### src/paf_pkg.sv
// constants and types for the pcm input speaker front end
// Behaviour
// - Word size never exceeds channel length; surplus trailing LSBs are dropped. Outside TDM the code stores no word when word size exceeds half the ratio.
// - Default polarity: falling frame clock starts channel 0, rising starts channel 1.
// - I2S captures the word MSB on the second active edge after a transition.
// - Left-justified captures the MSB on the first active edge after a transition.
// - One bit picks rising or falling bit clock as the sampling edge.
// - Polarity bit swaps which frame clock edge starts channel 0 or a TDM frame.
// - TDM carries up to 16 channels; I2S and left-justified carry two.
// - Default TDM polarity: rising frame clock is the frame sync.
// - TDM sub-mode 0, 1, 2 puts the first MSB on edge one, two, three.
// - Receive disabled feeds zero samples to the speaker path; the code passes one zero sample, then stops sampling.
// - Mono mixer passes one channel or mixes two, each source any of 16.
// - Event status bits latch on events and clear when status is read.
// - Frequency or framing fault on bit or frame clock sets clock error.
// - Dither enable adds one LSB peak-to-peak dither to the path input.
// - Inversion bit negates every sample entering the speaker path.
// - DC block enable inserts a high-pass filter in the path.
// - Volume attenuates 0 to -63 dB in 0.5 dB steps; code 0x7F mutes.
package paf_pkg;
  localparam int AW = 8;
  localparam logic [AW-1:0] OFF_CTRL   = 8'h00;
  localparam logic [AW-1:0] OFF_MIX    = 8'h04;
  localparam logic [AW-1:0] OFF_SPK    = 8'h08;
  localparam logic [AW-1:0] OFF_STATUS = 8'h0C;
  localparam logic [AW-1:0] OFF_SAMPLE = 8'h10;
  // ctrl fields
  localparam int CT_RX_EN   = 0;
  localparam int CT_EDGE    = 1;
  localparam int CT_POL     = 2;
  localparam int CT_MODE    = 3;  // 2 bits
  localparam int CT_TDMSUB  = 5;  // 2 bits
  localparam int CT_WSIZE   = 7;  // 2 bits
  localparam int CT_RATIO   = 9;  // 10 bits
  localparam int CT_RATE    = 19; // 4 bits
  localparam logic [31:0] CTRL_RST = 32'h0000_8000;
  // mix fields
  localparam int MX_CFG  = 0;
  localparam int MX_SRCA = 4;
  localparam int MX_SRCB = 8;
  localparam logic [31:0] MIX_RST = 32'h0000_0100;
  // speaker fields
  localparam int SP_DITH = 0;
  localparam int SP_INV  = 1;
  localparam int SP_DC   = 2;
  localparam int SP_VOL  = 8;  // 7 bits
  localparam logic [31:0] SPK_RST = 32'h0000_0000;
  localparam logic [6:0] VOL_MUTE = 7'h7F;
  localparam logic [3:0] VOL_STEPS_PER_HALF = 4'hC;
  localparam int VOL_FRAC = 15;
  localparam int DC_SHIFT = 8;
  // status bits
  localparam int ST_CLK_ERR = 0;
  localparam int ST_SAMPLE  = 1;
  localparam logic [1:0] RESP_OK  = 2'b00;
  localparam logic [1:0] RESP_ERR = 2'b10;
  localparam logic [15:0] LFSR_SEED = 16'hACE1;
  typedef enum logic [1:0] {
    PAF_I2S = 2'b00,
    PAF_LJ  = 2'b01,
    PAF_TDM = 2'b10
  } paf_mode_e;
  typedef enum logic [5:0] {
    S_IDLE = 6'b000001,
    S_RDA  = 6'b000010,
    S_RDB  = 6'b000100,
    S_PROC = 6'b001000,
    S_DC   = 6'b010000,
    S_VOL  = 6'b100000
  } paf_state_e;
endpackage

### src/paf_chan_mem.sv
// sixteen-word store of the latest sample of each input channel
`timescale 1ns/1ps
module paf_chan_mem (
  input  wire logic        aclk,
  input  wire logic        ce,
  input  wire logic        we,
  input  wire logic [3:0]  waddr,
  input  wire logic [31:0] wdata,
  input  wire logic [3:0]  raddr,
  output logic      [31:0] rdata
);
  logic [31:0] mem [16];

  always_ff @(posedge aclk) begin
    if (ce && we) begin
      mem[waddr] <= wdata;
    end
  end

  always_ff @(posedge aclk) begin
    if (ce) begin
      rdata <= mem[raddr];
    end
  end
endmodule

### src/paf_speaker_front.sv
// pcm receiver, mono mixer and speaker front end with axi4-lite registers
`timescale 1ns/1ps
module paf_speaker_front
  import paf_pkg::*;
(
  input  wire logic        aclk,
  input  wire logic        aresetn,
  input  wire logic        ce,
  input  wire logic        s_axi_awvalid,
  output logic             s_axi_awready,
  input  wire logic [7:0]  s_axi_awaddr,
  input  wire logic        s_axi_wvalid,
  output logic             s_axi_wready,
  input  wire logic [31:0] s_axi_wdata,
  input  wire logic [3:0]  s_axi_wstrb,
  output logic             s_axi_bvalid,
  input  wire logic        s_axi_bready,
  output logic      [1:0]  s_axi_bresp,
  input  wire logic        s_axi_arvalid,
  output logic             s_axi_arready,
  input  wire logic [7:0]  s_axi_araddr,
  output logic             s_axi_rvalid,
  input  wire logic        s_axi_rready,
  output logic      [31:0] s_axi_rdata,
  output logic      [1:0]  s_axi_rresp,
  input  wire logic        bit_clk,
  input  wire logic        frame_clk,
  input  wire logic        serial_data,
  output logic      [31:0] spk_sample,
  output logic             spk_valid
);
  function automatic logic [31:0] merge(input logic [31:0] old,
                                        input logic [31:0] nw,
                                        input logic [3:0]  strb);
    merge = old;
    for (int i = 0; i < 4; i++) begin
      if (strb[i]) merge[i*8 +: 8] = nw[i*8 +: 8];
    end
  endfunction

  function automatic logic [31:0] sat(input logic signed [33:0] v);
    if (v > 34'sh0_7FFF_FFFF) sat = 32'h7FFF_FFFF;
    else if (v < -34'sh0_8000_0000) sat = 32'h8000_0000;
    else sat = v[31:0];
  endfunction

  // 0.5 dB per code step, Q15 mantissa
  function automatic logic [16:0] vol_mant(input logic [3:0] r);
    case (r)
      4'd0:    vol_mant = 17'd32768;
      4'd1:    vol_mant = 17'd30935;
      4'd2:    vol_mant = 17'd29205;
      4'd3:    vol_mant = 17'd27571;
      4'd4:    vol_mant = 17'd26029;
      4'd5:    vol_mant = 17'd24573;
      4'd6:    vol_mant = 17'd23198;
      4'd7:    vol_mant = 17'd21900;
      4'd8:    vol_mant = 17'd20675;
      4'd9:    vol_mant = 17'd19519;
      4'd10:   vol_mant = 17'd18427;
      default: vol_mant = 17'd17396;
    endcase
  endfunction

  // ---------------- registers and bus ----------------
  logic [31:0] ctrl_reg;
  logic [31:0] mix_reg;
  logic [31:0] spk_reg;
  logic        clk_err_reg;
  logic        done_reg;
  logic        aw_full_reg;
  logic        w_full_reg;
  logic [7:0]  awaddr_reg;
  logic [31:0] wdata_reg;
  logic [3:0]  wstrb_reg;

  wire do_write = aw_full_reg && w_full_reg && !s_axi_bvalid;
  wire do_read  = s_axi_arvalid && s_axi_arready;
  wire wr_ctrl  = do_write && (awaddr_reg == OFF_CTRL);
  wire wr_mix   = do_write && (awaddr_reg == OFF_MIX);
  wire wr_spk   = do_write && (awaddr_reg == OFF_SPK);
  wire wr_ok    = (awaddr_reg == OFF_CTRL) || (awaddr_reg == OFF_MIX) ||
                  (awaddr_reg == OFF_SPK) || (awaddr_reg == OFF_STATUS) ||
                  (awaddr_reg == OFF_SAMPLE);
  wire rd_status = do_read && (s_axi_araddr == OFF_STATUS);
  wire rd_ok;
  wire [31:0] rd_val;

  assign s_axi_awready = !aw_full_reg;
  assign s_axi_wready  = !w_full_reg;
  assign s_axi_arready = !s_axi_rvalid;

  assign rd_ok = (s_axi_araddr == OFF_CTRL) || (s_axi_araddr == OFF_MIX) ||
                 (s_axi_araddr == OFF_SPK) || (s_axi_araddr == OFF_STATUS) ||
                 (s_axi_araddr == OFF_SAMPLE);
  assign rd_val =
    (s_axi_araddr == OFF_CTRL)   ? ctrl_reg :
    (s_axi_araddr == OFF_MIX)    ? mix_reg  :
    (s_axi_araddr == OFF_SPK)    ? spk_reg  :
    (s_axi_araddr == OFF_STATUS) ? {30'h0, done_reg, clk_err_reg} :
    (s_axi_araddr == OFF_SAMPLE) ? spk_sample : 32'h0000_0000;

  always_ff @(posedge aclk) begin
    if (!aresetn) begin
      aw_full_reg  <= 1'b0;
      w_full_reg   <= 1'b0;
      awaddr_reg   <= 8'h00;
      wdata_reg    <= 32'h0000_0000;
      wstrb_reg    <= 4'h0;
      s_axi_bvalid <= 1'b0;
      s_axi_bresp  <= RESP_OK;
    end else if (ce) begin
      if (s_axi_awvalid && s_axi_awready) begin
        aw_full_reg <= 1'b1;
        awaddr_reg  <= s_axi_awaddr;
      end else if (do_write) begin
        aw_full_reg <= 1'b0;
      end
      if (s_axi_wvalid && s_axi_wready) begin
        w_full_reg <= 1'b1;
        wdata_reg  <= s_axi_wdata;
        wstrb_reg  <= s_axi_wstrb;
      end else if (do_write) begin
        w_full_reg <= 1'b0;
      end
      if (do_write) begin
        s_axi_bvalid <= 1'b1;
        s_axi_bresp  <= wr_ok ? RESP_OK : RESP_ERR;
      end else if (s_axi_bready) begin
        s_axi_bvalid <= 1'b0;
      end
    end
  end

  always_ff @(posedge aclk) begin
    if (!aresetn) begin
      s_axi_rvalid <= 1'b0;
      s_axi_rdata  <= 32'h0000_0000;
      s_axi_rresp  <= RESP_OK;
    end else if (ce) begin
      if (do_read) begin
        s_axi_rvalid <= 1'b1;
        s_axi_rdata  <= rd_val;
        s_axi_rresp  <= rd_ok ? RESP_OK : RESP_ERR;
      end else if (s_axi_rready) begin
        s_axi_rvalid <= 1'b0;
      end
    end
  end

  always_ff @(posedge aclk) begin
    if (!aresetn) begin
      ctrl_reg <= CTRL_RST;
      mix_reg  <= MIX_RST;
      spk_reg  <= SPK_RST;
    end else if (ce) begin
      if (wr_ctrl) ctrl_reg <= merge(ctrl_reg, wdata_reg, wstrb_reg);
      if (wr_mix)  mix_reg  <= merge(mix_reg, wdata_reg, wstrb_reg);
      if (wr_spk)  spk_reg  <= merge(spk_reg, wdata_reg, wstrb_reg);
    end
  end

  wire       rx_en    = ctrl_reg[CT_RX_EN];
  wire       edge_sel = ctrl_reg[CT_EDGE];
  wire       pol      = ctrl_reg[CT_POL];
  wire [1:0] mode     = ctrl_reg[CT_MODE +: 2];
  wire [1:0] tdm_sub  = ctrl_reg[CT_TDMSUB +: 2];
  wire [1:0] ws_sel   = ctrl_reg[CT_WSIZE +: 2];
  wire [9:0] ratio    = ctrl_reg[CT_RATIO +: 10];
  wire       is_tdm   = (mode == PAF_TDM);

  // ---------------- pin synchronisers ----------------
  logic bclk_s1, bclk_s2, bclk_s3;
  logic lr_s1, lr_s2;
  logic din_s1, din_s2;

  always_ff @(posedge aclk) begin
    if (!aresetn) begin
      {bclk_s1, bclk_s2, bclk_s3} <= 3'b000;
      {lr_s1, lr_s2}              <= 2'b00;
      {din_s1, din_s2}            <= 2'b00;
    end else if (ce) begin
      {bclk_s3, bclk_s2, bclk_s1} <= {bclk_s2, bclk_s1, bit_clk};
      {lr_s2, lr_s1}              <= {lr_s1, frame_clk};
      {din_s2, din_s1}            <= {din_s1, serial_data};
    end
  end

  // ---------------- frame receiver ----------------
  logic       lr_prev_reg;
  logic [9:0] idx_reg;
  logic [9:0] fcnt_reg;
  logic [8:0] bit_reg;
  logic [3:0] chan_reg;
  logic       run_reg;
  logic       armed_reg;
  logic [31:0] sh_reg;
  logic       mix_go;

  wire act = edge_sel ? (bclk_s3 && !bclk_s2)
                      : (!bclk_s3 && bclk_s2);
  wire lr_e    = lr_s2 ^ pol;
  wire trans   = (lr_e != lr_prev_reg);
  wire start_ev = is_tdm ? (trans && lr_e) : trans;
  wire frame_ev = is_tdm ? (trans && lr_e)
                         : (trans && !lr_e);
  wire [9:0] idx = start_ev ? 10'd0
                 : ((idx_reg == 10'h3FF) ? idx_reg : idx_reg + 10'd1);
  wire [9:0] delay = (mode == PAF_LJ) ? 10'd0 :
                     is_tdm ? {8'h00, tdm_sub} :
                     10'd1;
  wire [5:0] ws = (ws_sel == 2'd0) ? 6'd16 :
                  (ws_sel == 2'd1) ? 6'd24 : 6'd32;
  wire [8:0] chlen = is_tdm ? {3'b000, ws} : ratio[9:1];
  wire       first = (idx == delay);
  wire       last_bit = (bit_reg == chlen - 9'd1);
  wire       run_now = first || run_reg;
  wire [8:0] bit_now = (first || last_bit) ? 9'd0 : bit_reg + 9'd1;
  wire [3:0] chan_now = first ? (is_tdm ? 4'd0 : {3'b000, lr_e})
                      : (last_bit ? chan_reg + 4'd1 : chan_reg);
  wire       chan_ok = is_tdm || (chan_now == chan_reg) || first;
  wire       cap = act && run_now && chan_ok &&
                   (bit_now < {3'b000, ws});
  wire [31:0] sh_next = {sh_reg[30:0], din_s2};
  wire       word_done = cap && (bit_now == {3'b000, ws} - 9'd1);
  wire [31:0] word_al = sh_next << (6'd32 - ws);
  wire [9:0] fcnt_next = (fcnt_reg == 10'h3FF) ? fcnt_reg
                                               : fcnt_reg + 10'd1;
  wire       clk_fault = act && frame_ev && armed_reg &&
                         (fcnt_next != ratio);

  always_ff @(posedge aclk) begin
    if (!aresetn) begin
      lr_prev_reg <= 1'b0;
      idx_reg     <= 10'h000;
      fcnt_reg    <= 10'h000;
      bit_reg     <= 9'h000;
      chan_reg    <= 4'h0;
      run_reg     <= 1'b0;
      armed_reg   <= 1'b0;
      sh_reg      <= 32'h0000_0000;
    end else if (ce && act) begin
      lr_prev_reg <= lr_e;
      idx_reg     <= idx;
      fcnt_reg    <= frame_ev ? 10'd0 : fcnt_next;
      if (frame_ev) armed_reg <= rx_en;
      if (run_now) begin
        bit_reg  <= bit_now;
        chan_reg <= chan_now;
        run_reg  <= chan_ok && !(last_bit && !first &&
                    (!is_tdm || chan_reg == 4'hF));
      end
      if (cap) sh_reg <= sh_next;
    end
  end

  assign mix_go = act && frame_ev && armed_reg;

  // ---------------- mixer and speaker path ----------------
  paf_state_e  st_reg;
  logic [31:0] a_reg;
  logic [31:0] acc_reg;
  logic [31:0] x1_reg;
  logic [31:0] y1_reg;
  logic [15:0] lfsr_reg;
  logic [31:0] rdata;
  logic        spk_valid_reg;

  wire [3:0] src_a  = mix_reg[MX_SRCA +: 4];
  wire [3:0] src_b  = mix_reg[MX_SRCB +: 4];
  wire       mix_two = mix_reg[MX_CFG];
  wire [3:0] raddr  = (st_reg == S_RDA) ? src_b : src_a;

  paf_chan_mem u_mem (
    .aclk  (aclk),
    .ce    (ce),
    .we    (word_done),
    .waddr (chan_now),
    .wdata (word_al),
    .raddr (raddr),
    .rdata (rdata)
  );

  wire signed [31:0] sa = a_reg;
  wire signed [31:0] sb = rdata;
  wire [31:0] mixed = !rx_en ? 32'h0000_0000 :
                      mix_two ? 32'(($signed(sa) >>> 1) +
                                    ($signed(sb) >>> 1)) :
                      a_reg;
  wire [31:0] lsb_w = 32'h0000_0001 << (6'd32 - ws);
  wire [31:0] dith  = (spk_reg[SP_DITH] && lfsr_reg[0])
                      ? sat(34'($signed(acc_reg)) + 34'($signed(lsb_w)))
                      : acc_reg;
  wire [31:0] inv   = !spk_reg[SP_INV] ? dith :
                      (dith == 32'h8000_0000) ? 32'h7FFF_FFFF :
                      32'(-$signed(dith));
  wire signed [33:0] dc_sum = 34'($signed(acc_reg)) -
                              34'($signed(x1_reg)) +
                              34'($signed(y1_reg)) -
                              34'($signed(y1_reg) >>> DC_SHIFT);
  wire [31:0] dc_y  = sat(dc_sum);
  wire [6:0]  vol   = spk_reg[SP_VOL +: 7];
  wire [3:0]  vol_sh = 4'(vol / 7'(VOL_STEPS_PER_HALF));
  wire [3:0]  vol_r  = 4'(vol % 7'(VOL_STEPS_PER_HALF));
  wire signed [49:0] prod = $signed(acc_reg) *
                            $signed({1'b0, vol_mant(vol_r)});
  wire signed [49:0] scaled = (prod >>> VOL_FRAC) >>> vol_sh;
  wire [31:0] vol_y = (vol == VOL_MUTE) ? 32'h0000_0000
                                        : scaled[31:0];

  always_ff @(posedge aclk) begin
    if (!aresetn) begin
      st_reg        <= S_IDLE;
      a_reg         <= 32'h0000_0000;
      acc_reg       <= 32'h0000_0000;
      x1_reg        <= 32'h0000_0000;
      y1_reg        <= 32'h0000_0000;
      lfsr_reg      <= LFSR_SEED;
      spk_sample    <= 32'h0000_0000;
      spk_valid_reg <= 1'b0;
    end else if (ce) begin
      spk_valid_reg <= 1'b0;
      case (st_reg)
        S_IDLE: begin
          if (mix_go) st_reg <= S_RDA;
        end
        S_RDA: begin
          a_reg  <= rdata;
          st_reg <= S_RDB;
        end
        S_RDB: begin
          acc_reg <= mixed;
          st_reg  <= S_PROC;
        end
        S_PROC: begin
          acc_reg  <= inv;
          lfsr_reg <= {lfsr_reg[14:0],
                       lfsr_reg[15] ^ lfsr_reg[13] ^
                       lfsr_reg[12] ^ lfsr_reg[10]};
          st_reg   <= S_DC;
        end
        S_DC: begin
          if (spk_reg[SP_DC]) begin
            acc_reg <= dc_y;
            x1_reg  <= acc_reg;
            y1_reg  <= dc_y;
          end
          st_reg <= S_VOL;
        end
        S_VOL: begin
          spk_sample    <= vol_y;
          spk_valid_reg <= 1'b1;
          st_reg        <= S_IDLE;
        end
        default: st_reg <= S_IDLE;
      endcase
    end
  end

  assign spk_valid = spk_valid_reg;

  // ---------------- event status, clear on read ----------------
  always_ff @(posedge aclk) begin
    if (!aresetn) begin
      clk_err_reg <= 1'b0;
      done_reg    <= 1'b0;
    end else if (ce) begin
      if (clk_fault) clk_err_reg <= 1'b1;
      else if (rd_status) clk_err_reg <= 1'b0;
      if (st_reg == S_VOL) done_reg <= 1'b1;
      else if (rd_status) done_reg <= 1'b0;
    end
  end
endmodule

### config.mk
export PLATFORM = sky130hd
export DESIGN_NAME = paf_speaker_front
export DESIGN_NICKNAME = d
export VERILOG_FILES = /design/src/paf_pkg.sv /design/src/paf_chan_mem.sv /design/src/paf_speaker_front.sv
export SDC_FILE = /design/constraint.sdc
export NUM_CORES = 2
export LEC_CHECK = 0
export ABC_AREA = 0
export BUFFER_PORTS_ARGS = -buffer_cell sky130_fd_sc_hd__buf_2
export CORE_MARGIN = 4
export CORE_UTILIZATION = 45
export CTS_CLUSTER_DIAMETER = 200
export DETAILED_ROUTE_END_ITERATION = 12
export SYNTH_ARGS = -nofsm -noshare
export SYNTH_HDL_FRONTEND = slang
export SYNTH_SLANG_ARGS = --single-unit
### constraint.sdc
create_clock -name aclk -period 27.4 [get_ports aclk]
set_input_delay 1.37 -clock aclk [delete_from_list [all_inputs] [get_ports aclk]]
set_output_delay 1.37 -clock aclk [all_outputs]
set_load 0.01 [all_outputs]
---- Word-level counts from Yosys, hierarchy flattened ----
Memories as Yosys holds them, arrays and structs flattened. A register that Yosys moved wholly into a read port is not among the register bits.
Index checks and enable logic that the tools add are counted.
word-level totals
  bits in registers ....................... 439
  memory bits (writable) .................. 512
  ROM bits ................................ 256
  input bits .............................. 63
  output and inout port bits .............. 74
  logic and storage cells ................. 248
  memories ................................ 2
cells by class
  add/subtract/negate cells ............... 13
  $mul .................................... 1
  div/mod/pow operators ................... 2
  $lt $le $gt $ge ......................... 5
  equal/unequal tests ..................... 30
  shift operators ......................... 3
  muxes and demuxes ....................... 51
  bitwise logic cells ..................... 4
  reduce and logical (&&, ||, !) cells .... 90
memory list
  memory           words  width  read ports  clocked after Yosys merged registers in  wr ports  line                     RTL
  u_mem.mem        16     32     1           1                                        1         paf_chan_mem.sv:12       logic [31:0] mem [16];
  (no name shown)  16     16     1           0                                        0         paf_speaker_front.sv:49  case (r)
operators by type and width
  kind                   number
  $mux 32                16
  $pmux 32 s3            1
  $mul 32x18->50         1
  $reduce_and 3->1       14
  $mux 10                4
  $sshr 35x4->32         1
  $add 33x32->34         1
  $gt 34x32->1 const B   1
  $lt 34x32->1 const B   1
  $reduce_and 2->1       17
  $sub 34x24->34         1
  $add 32x32->33         1
  $gt 33x32->1 const B   1
  $lt 33x32->1 const B   1
  $sub 32x32->33         1
  $add 31x31->32         1
  $eq 32x32->1 const B   1
  $eq 8x4->1 const B     4
  $neg 32->32            1
  $shl 1x6->32 const A   1
  $shl 32x6->32          1
  $pmux 6 s5             1
  $logic_and 1x1->1      26
  $add 10x1->10 const B  2
  39 further kinds       99

---- Longest topological paths before layout ----
  word-level depth ........................ 17
  gate-level depth with buffers ........... 39
  depth with buffers taken out ............ 35

---- Modules after synthesis ----
From an unflattened synthesis, not the netlist that was laid out.
unflattened totals
  cells, all modules ...................... 6629
  area, all modules ....................... 66985.5 µm²
modules (own cells, without submodules)
  module             instances  cells each  area each (µm²)  seq. area each (µm²)
  paf_speaker_front  1          5790        46823.7          8748.4
  paf_chan_mem       1          839         20161.8          16335.7

---- Least setup slack after synthesis ----
Ideal clock, no wire load.
  kind .................................... register to register
  start point ............................. register spk_reg[12]
  end point ............................... register spk_sample[29]
  library setup time ...................... 70 ps
  arrival time ............................ 8924 ps
  required time ........................... 27330 ps
  slack ................................... 18406 ps
  cell stages (with the launch flop) ...... 36
  path buffers ............................ 5
  period minus slack after synthesis ...... 8994 ps
  cells stage by stage .................... dfxtp_1 > clkbuf_1 > clkbuf_1 > nor3_1 > o21ai_0 > nand2_1 > a311oi_1 > clkbuf_1 > a21oi_1 > a21oi_1 > clkbuf_1 > nand2_1 > fa_1 > inv_1 > fa_1 > inv_1 > fa_1 > inv_1 > fa_1 > fa_1 > inv_1 > fa_1 > inv_1 > ha_1 > clkbuf_1 > nand2_1 > nor3_1 > nand3_1 > a211o_1 > a211o_1 > a2111oi_0 > nor3_1 > or2_2 > a211oi_1 > o22ai_1 > a21oi_1
between the ends
  word-level cells in the longest chain between the ends .. 5
  elaborated cells on any way between the ends .. 7
  classes of those cells .................. 1 x mul; 2 x div; 1 x eq/ne; 1 x shift; 1 x mux; 1 x memory
ends and longest elaborated chain
  item                      line                      RTL
  start: declaration        paf_speaker_front.sv:68   logic [31:0] spk_reg;
  start signal: assignment  paf_speaker_front.sv:159  if (wr_spk) spk_reg <= merge(spk_reg, wdata_reg, wstrb_reg);
  $mod 7x4->7               paf_speaker_front.sv:304  wire [3:0] vol_r = 4'(vol % 7'(VOL_STEPS_PER_HALF));
  $mem_v2 16x16             n/a
  $mul 32x18->50            paf_speaker_front.sv:305  wire signed [49:0] prod = $signed(acc_reg) *
  $sshr 35x4->32            paf_speaker_front.sv:307  wire signed [49:0] scaled = (prod >>> VOL_FRAC) >>> vol_sh;
  $mux 32 *                 paf_speaker_front.sv:308  wire [31:0] vol_y = (vol == VOL_MUTE) ? 32'h0000_0000
  end signal: assignment    paf_speaker_front.sv:351  spk_sample <= vol_y;
  end: declaration          paf_speaker_front.sv:29   output logic [31:0] spk_sample,
Mark *: on every way between the ends. The rest lies on a longest branch, timed or not.
A chain may end at the register's enable or synchronous reset.

---- Final worst setup path ----
  start point ............................. register spk_reg[13]
  end point ............................... register spk_sample[28]
The elaborated chain is that of the path after synthesis.

==> impl_metrics.csv <==
group,metric,value,unit
status,status,"finished, final reports clean",
timing,fin_tns_setup,0,ns
cells_and_area,layout_common_cells,"875 x nand2_1, 788 x inv_1, 551 x fa_1, 544 x edfxtp_1, 435 x dfxtp_1",
timing,slew_viol_final,0,
critical_path,critical_path_required,28.06,ns
grt,grt_usage,25.5,%
cells_and_area,final_common_cell,"nand2_1",
clocking,clkSinkCount,981,
yosys,synth-seq-cells,981,
routing,vias,50666,
grt,grt_pass1_vias,50459,
timing,slew_headroom,10.3,%
clocking,holdBufCountCts,0,
die,start_util,45.2,%
cells_and_area,fin_area,74100,um2
grt,grt-ovfl-total,0,
timing,setup_viol_count_final,0,
yosys,synth.area.top_cells,"edfxtp_1 24%, fa_1 16%, dfxtp_1 13%",
routing,antenna_left,0,
critical_path,cp_common_cell,"inv_1",
timing,clock_skew,0.0947,ns
yosys,yosysWarnings,0,
flow_run,max_cap_viol_count,0,
clocking,clockBufferDepth,3,
die,io_pins,137,
clocking,ctsResizeCount,0,
critical_path,r2r_cells,33,
yosys,synth_ff_type,"edfxtp_1",
placement,placed_cell_area,70700,um2
power,p_leak,0.0302,uW
clocking,cts_buffers,103,
routing,avgRoutedWirePerCell,22.7,um
yosys,synthCells,6795,
die,die_w,396,um
yosys,ys_seq_area_share,37.1,%
power,peakVddDrop,0.0000579,V
placement,io_buffer_count,134,
clocking,clkTransAtPathRegs,0.06,ns
timing,tightest_slew,1.34,ns
critical_path,cp-end-kind,"register",
critical_path,setup.worst_path.class,"reg2reg",
routing,first_iter_violations,4067,
min_path,hp-class,"reg2reg",
grt,grt_max_degree,187,
timing,hold_viol,0,
placement,post-dp-hpwl,142000,um
routing,drc,0,
yosys,ys_types,102,
critical_path,arrival,10.91,ns
clocking,insertion_delay,0.78,ns
cells_and_area,largest_reg_flops,512,
power,p_per_area,41.0,nW/um2
routing,via_per_inst,5.72,
die,rows,142,
clocking,cts_root_buf,"clkbuf_16",
timing,period_needed,10.25,ns
yosys,ys_async_sr_fraction,0,%
routing,drt_pre_antenna_iters,6,
grt,grt_pass1_wl,311000,um
clocking,cts_tree,"done",
timing,clock.fmax,97.5,MHz
timing,fin_crit_sh,37.4,%
yosys,synth.avg_cell_area,9.96,um2
clocking,h-tree-depth,3,
cells_and_area,fillers,13800,
critical_path,cp_slowest_cell,"o21ai_2",
clocking,cts_setup_buffers,0,
critical_path,critPathMaxFanout,22,
routing,routed_wl,202000,um
yosys,synth_top_area_share,24.1,%
yosys,synth_edf_count,544,
timing,rsz0062_at_grt,"false",
cells_and_area,top_register,"u_mem.mem",
cells_and_area,fin_nets,7572,
critical_path,slowest_delay,0.90,ns
yosys,yosysTopAreaCell,"edfxtp_1",
die,die_h,396,um
min_path,min_path_cells,2,
cells_and_area,syn_to_final_growth,9.54,%
die,coreArea,150000,um2
critical_path,start_kind,"register",
timing,holdWs,0.434,ns
cells_and_area,layout-drive-gt1-share,10.4,%
placement,gp_congestion,0.928,
die,die-area,157000,um2
grt,antenna_found_initial,11,
yosys,syn_area,67700,um2
power breakdown:
part	total (uW)	switching [uW]	internal, uW	leakage [uW]
clock network	1430	615	811	0.00168
registers	1550	8.70	1550	0.00925
logic	60.6	42.7	17.8	0.0192
total	3040	667	2370	0.0302
cell usage after synthesis, types with 23 or more instances:
master / count
nand2_1: 875
inv_1: 787
fa_1: 551
edfxtp_1: 544
dfxtp_1: 437
nor2_1: 406
a21oi_1: 399
clkbuf_1: 371
and2_1: 274
o21ai_0: 268
mux2i_1: 210
ha_1: 201
mux4_2: 129
nor3_1: 101
nand3_1: 98
a211oi_1: 90
a31oi_1: 88
xnor2_1: 88
a21o_1: 55
nor2b_1: 46
mux2_2: 43
xor2_1: 42
and3_1: 40
a221oi_1: 33
nand4_1: 33
o211ai_1: 33
o31ai_1: 30
o21a_1: 29
nand2b_1: 27
buf_1: 26
or3_1: 25
o21bai_1: 24
or2_2: 23
logic make-up (layout without fill, tap and decap cells):
group           after synthesis  after routing  synth area share (%)
xor+xnor                    130            130                  1.68
flops                       981            981                  37.1
compound gates             1280           1280                  12.0
buf+inv                    1207           1254                  6.76
mux                         382            382                  8.11
simple gates               2062           2062                  14.3
other cells                   1              8               0.00554
fa+ha+maj                   752            752                  20.0
final cells by class:
cell class / count / area (um2) / area share, %
Antenna cell: 5 / 12.5 / 0.0169
Clock buffer: 136 / 2760 / 3.73
Clock inverter: 56 / 704 / 0.950
Inverter: 789 / 2970 / 4.01
Multi-Input combinational cell: 4609 / 38300 / 51.7
Sequential cell: 981 / 25100 / 33.8
Tap cell: 2016 / 2520 / 3.40
Timing Repair Buffer: 273 / 1740 / 2.35
metal layers:
layer,up-vias,track usage (%),wire (um)
li1,23198,-,-
met1,25440,35.1,86400
met2,1686,41.1,94000
met3,336,5.09,14700
met4,6,7.58,6410
met5,-,0,41
path summary, 6_finish.rpt:
path | to | startpoint | slack (ns)
worst max-delay path | spk_sample[28]$_SDFFE_PN0P_ | spk_reg[13]$_SDFFE_PN0P_ | 17.15
worst min-delay path | s_axi_rdata[24]$_SDFFE_PN0P_ | spk_reg[24]$_SDFFE_PN0P_ | 0.43
worst max register to register | spk_sample[28]$_SDFFE_PN0P_ | spk_reg[13]$_SDFFE_PN0P_ | 17.15
worst min register to register | s_axi_rdata[24]$_SDFFE_PN0P_ | spk_reg[24]$_SDFFE_PN0P_ | 0.43
critical path, delay by kind of cell (launching register included):
kind,cells,cell delay [ns]
and+or+nand+nor,10,2.29
AOI/OAI and AO/OA,9,3.42
buffers and inverters,7,0.73
DFF,1,0.45
adders and majority gates,7,3.28
through the flow:
stage,setup WS [ns],power [uW],utilization [%],cells
final,17.15,3040,49.6,8865
after CTS,17.15,3070,49.5,8860
after global placement,17.36,1650,47.2,8668
after floorplan,18.41,1620,-,6797
after detailed placement,17.18,1650,47.2,8668
after global routing,16.46,3140,49.5,8860
No activity file was read; power rests on OpenSTA's default activity.
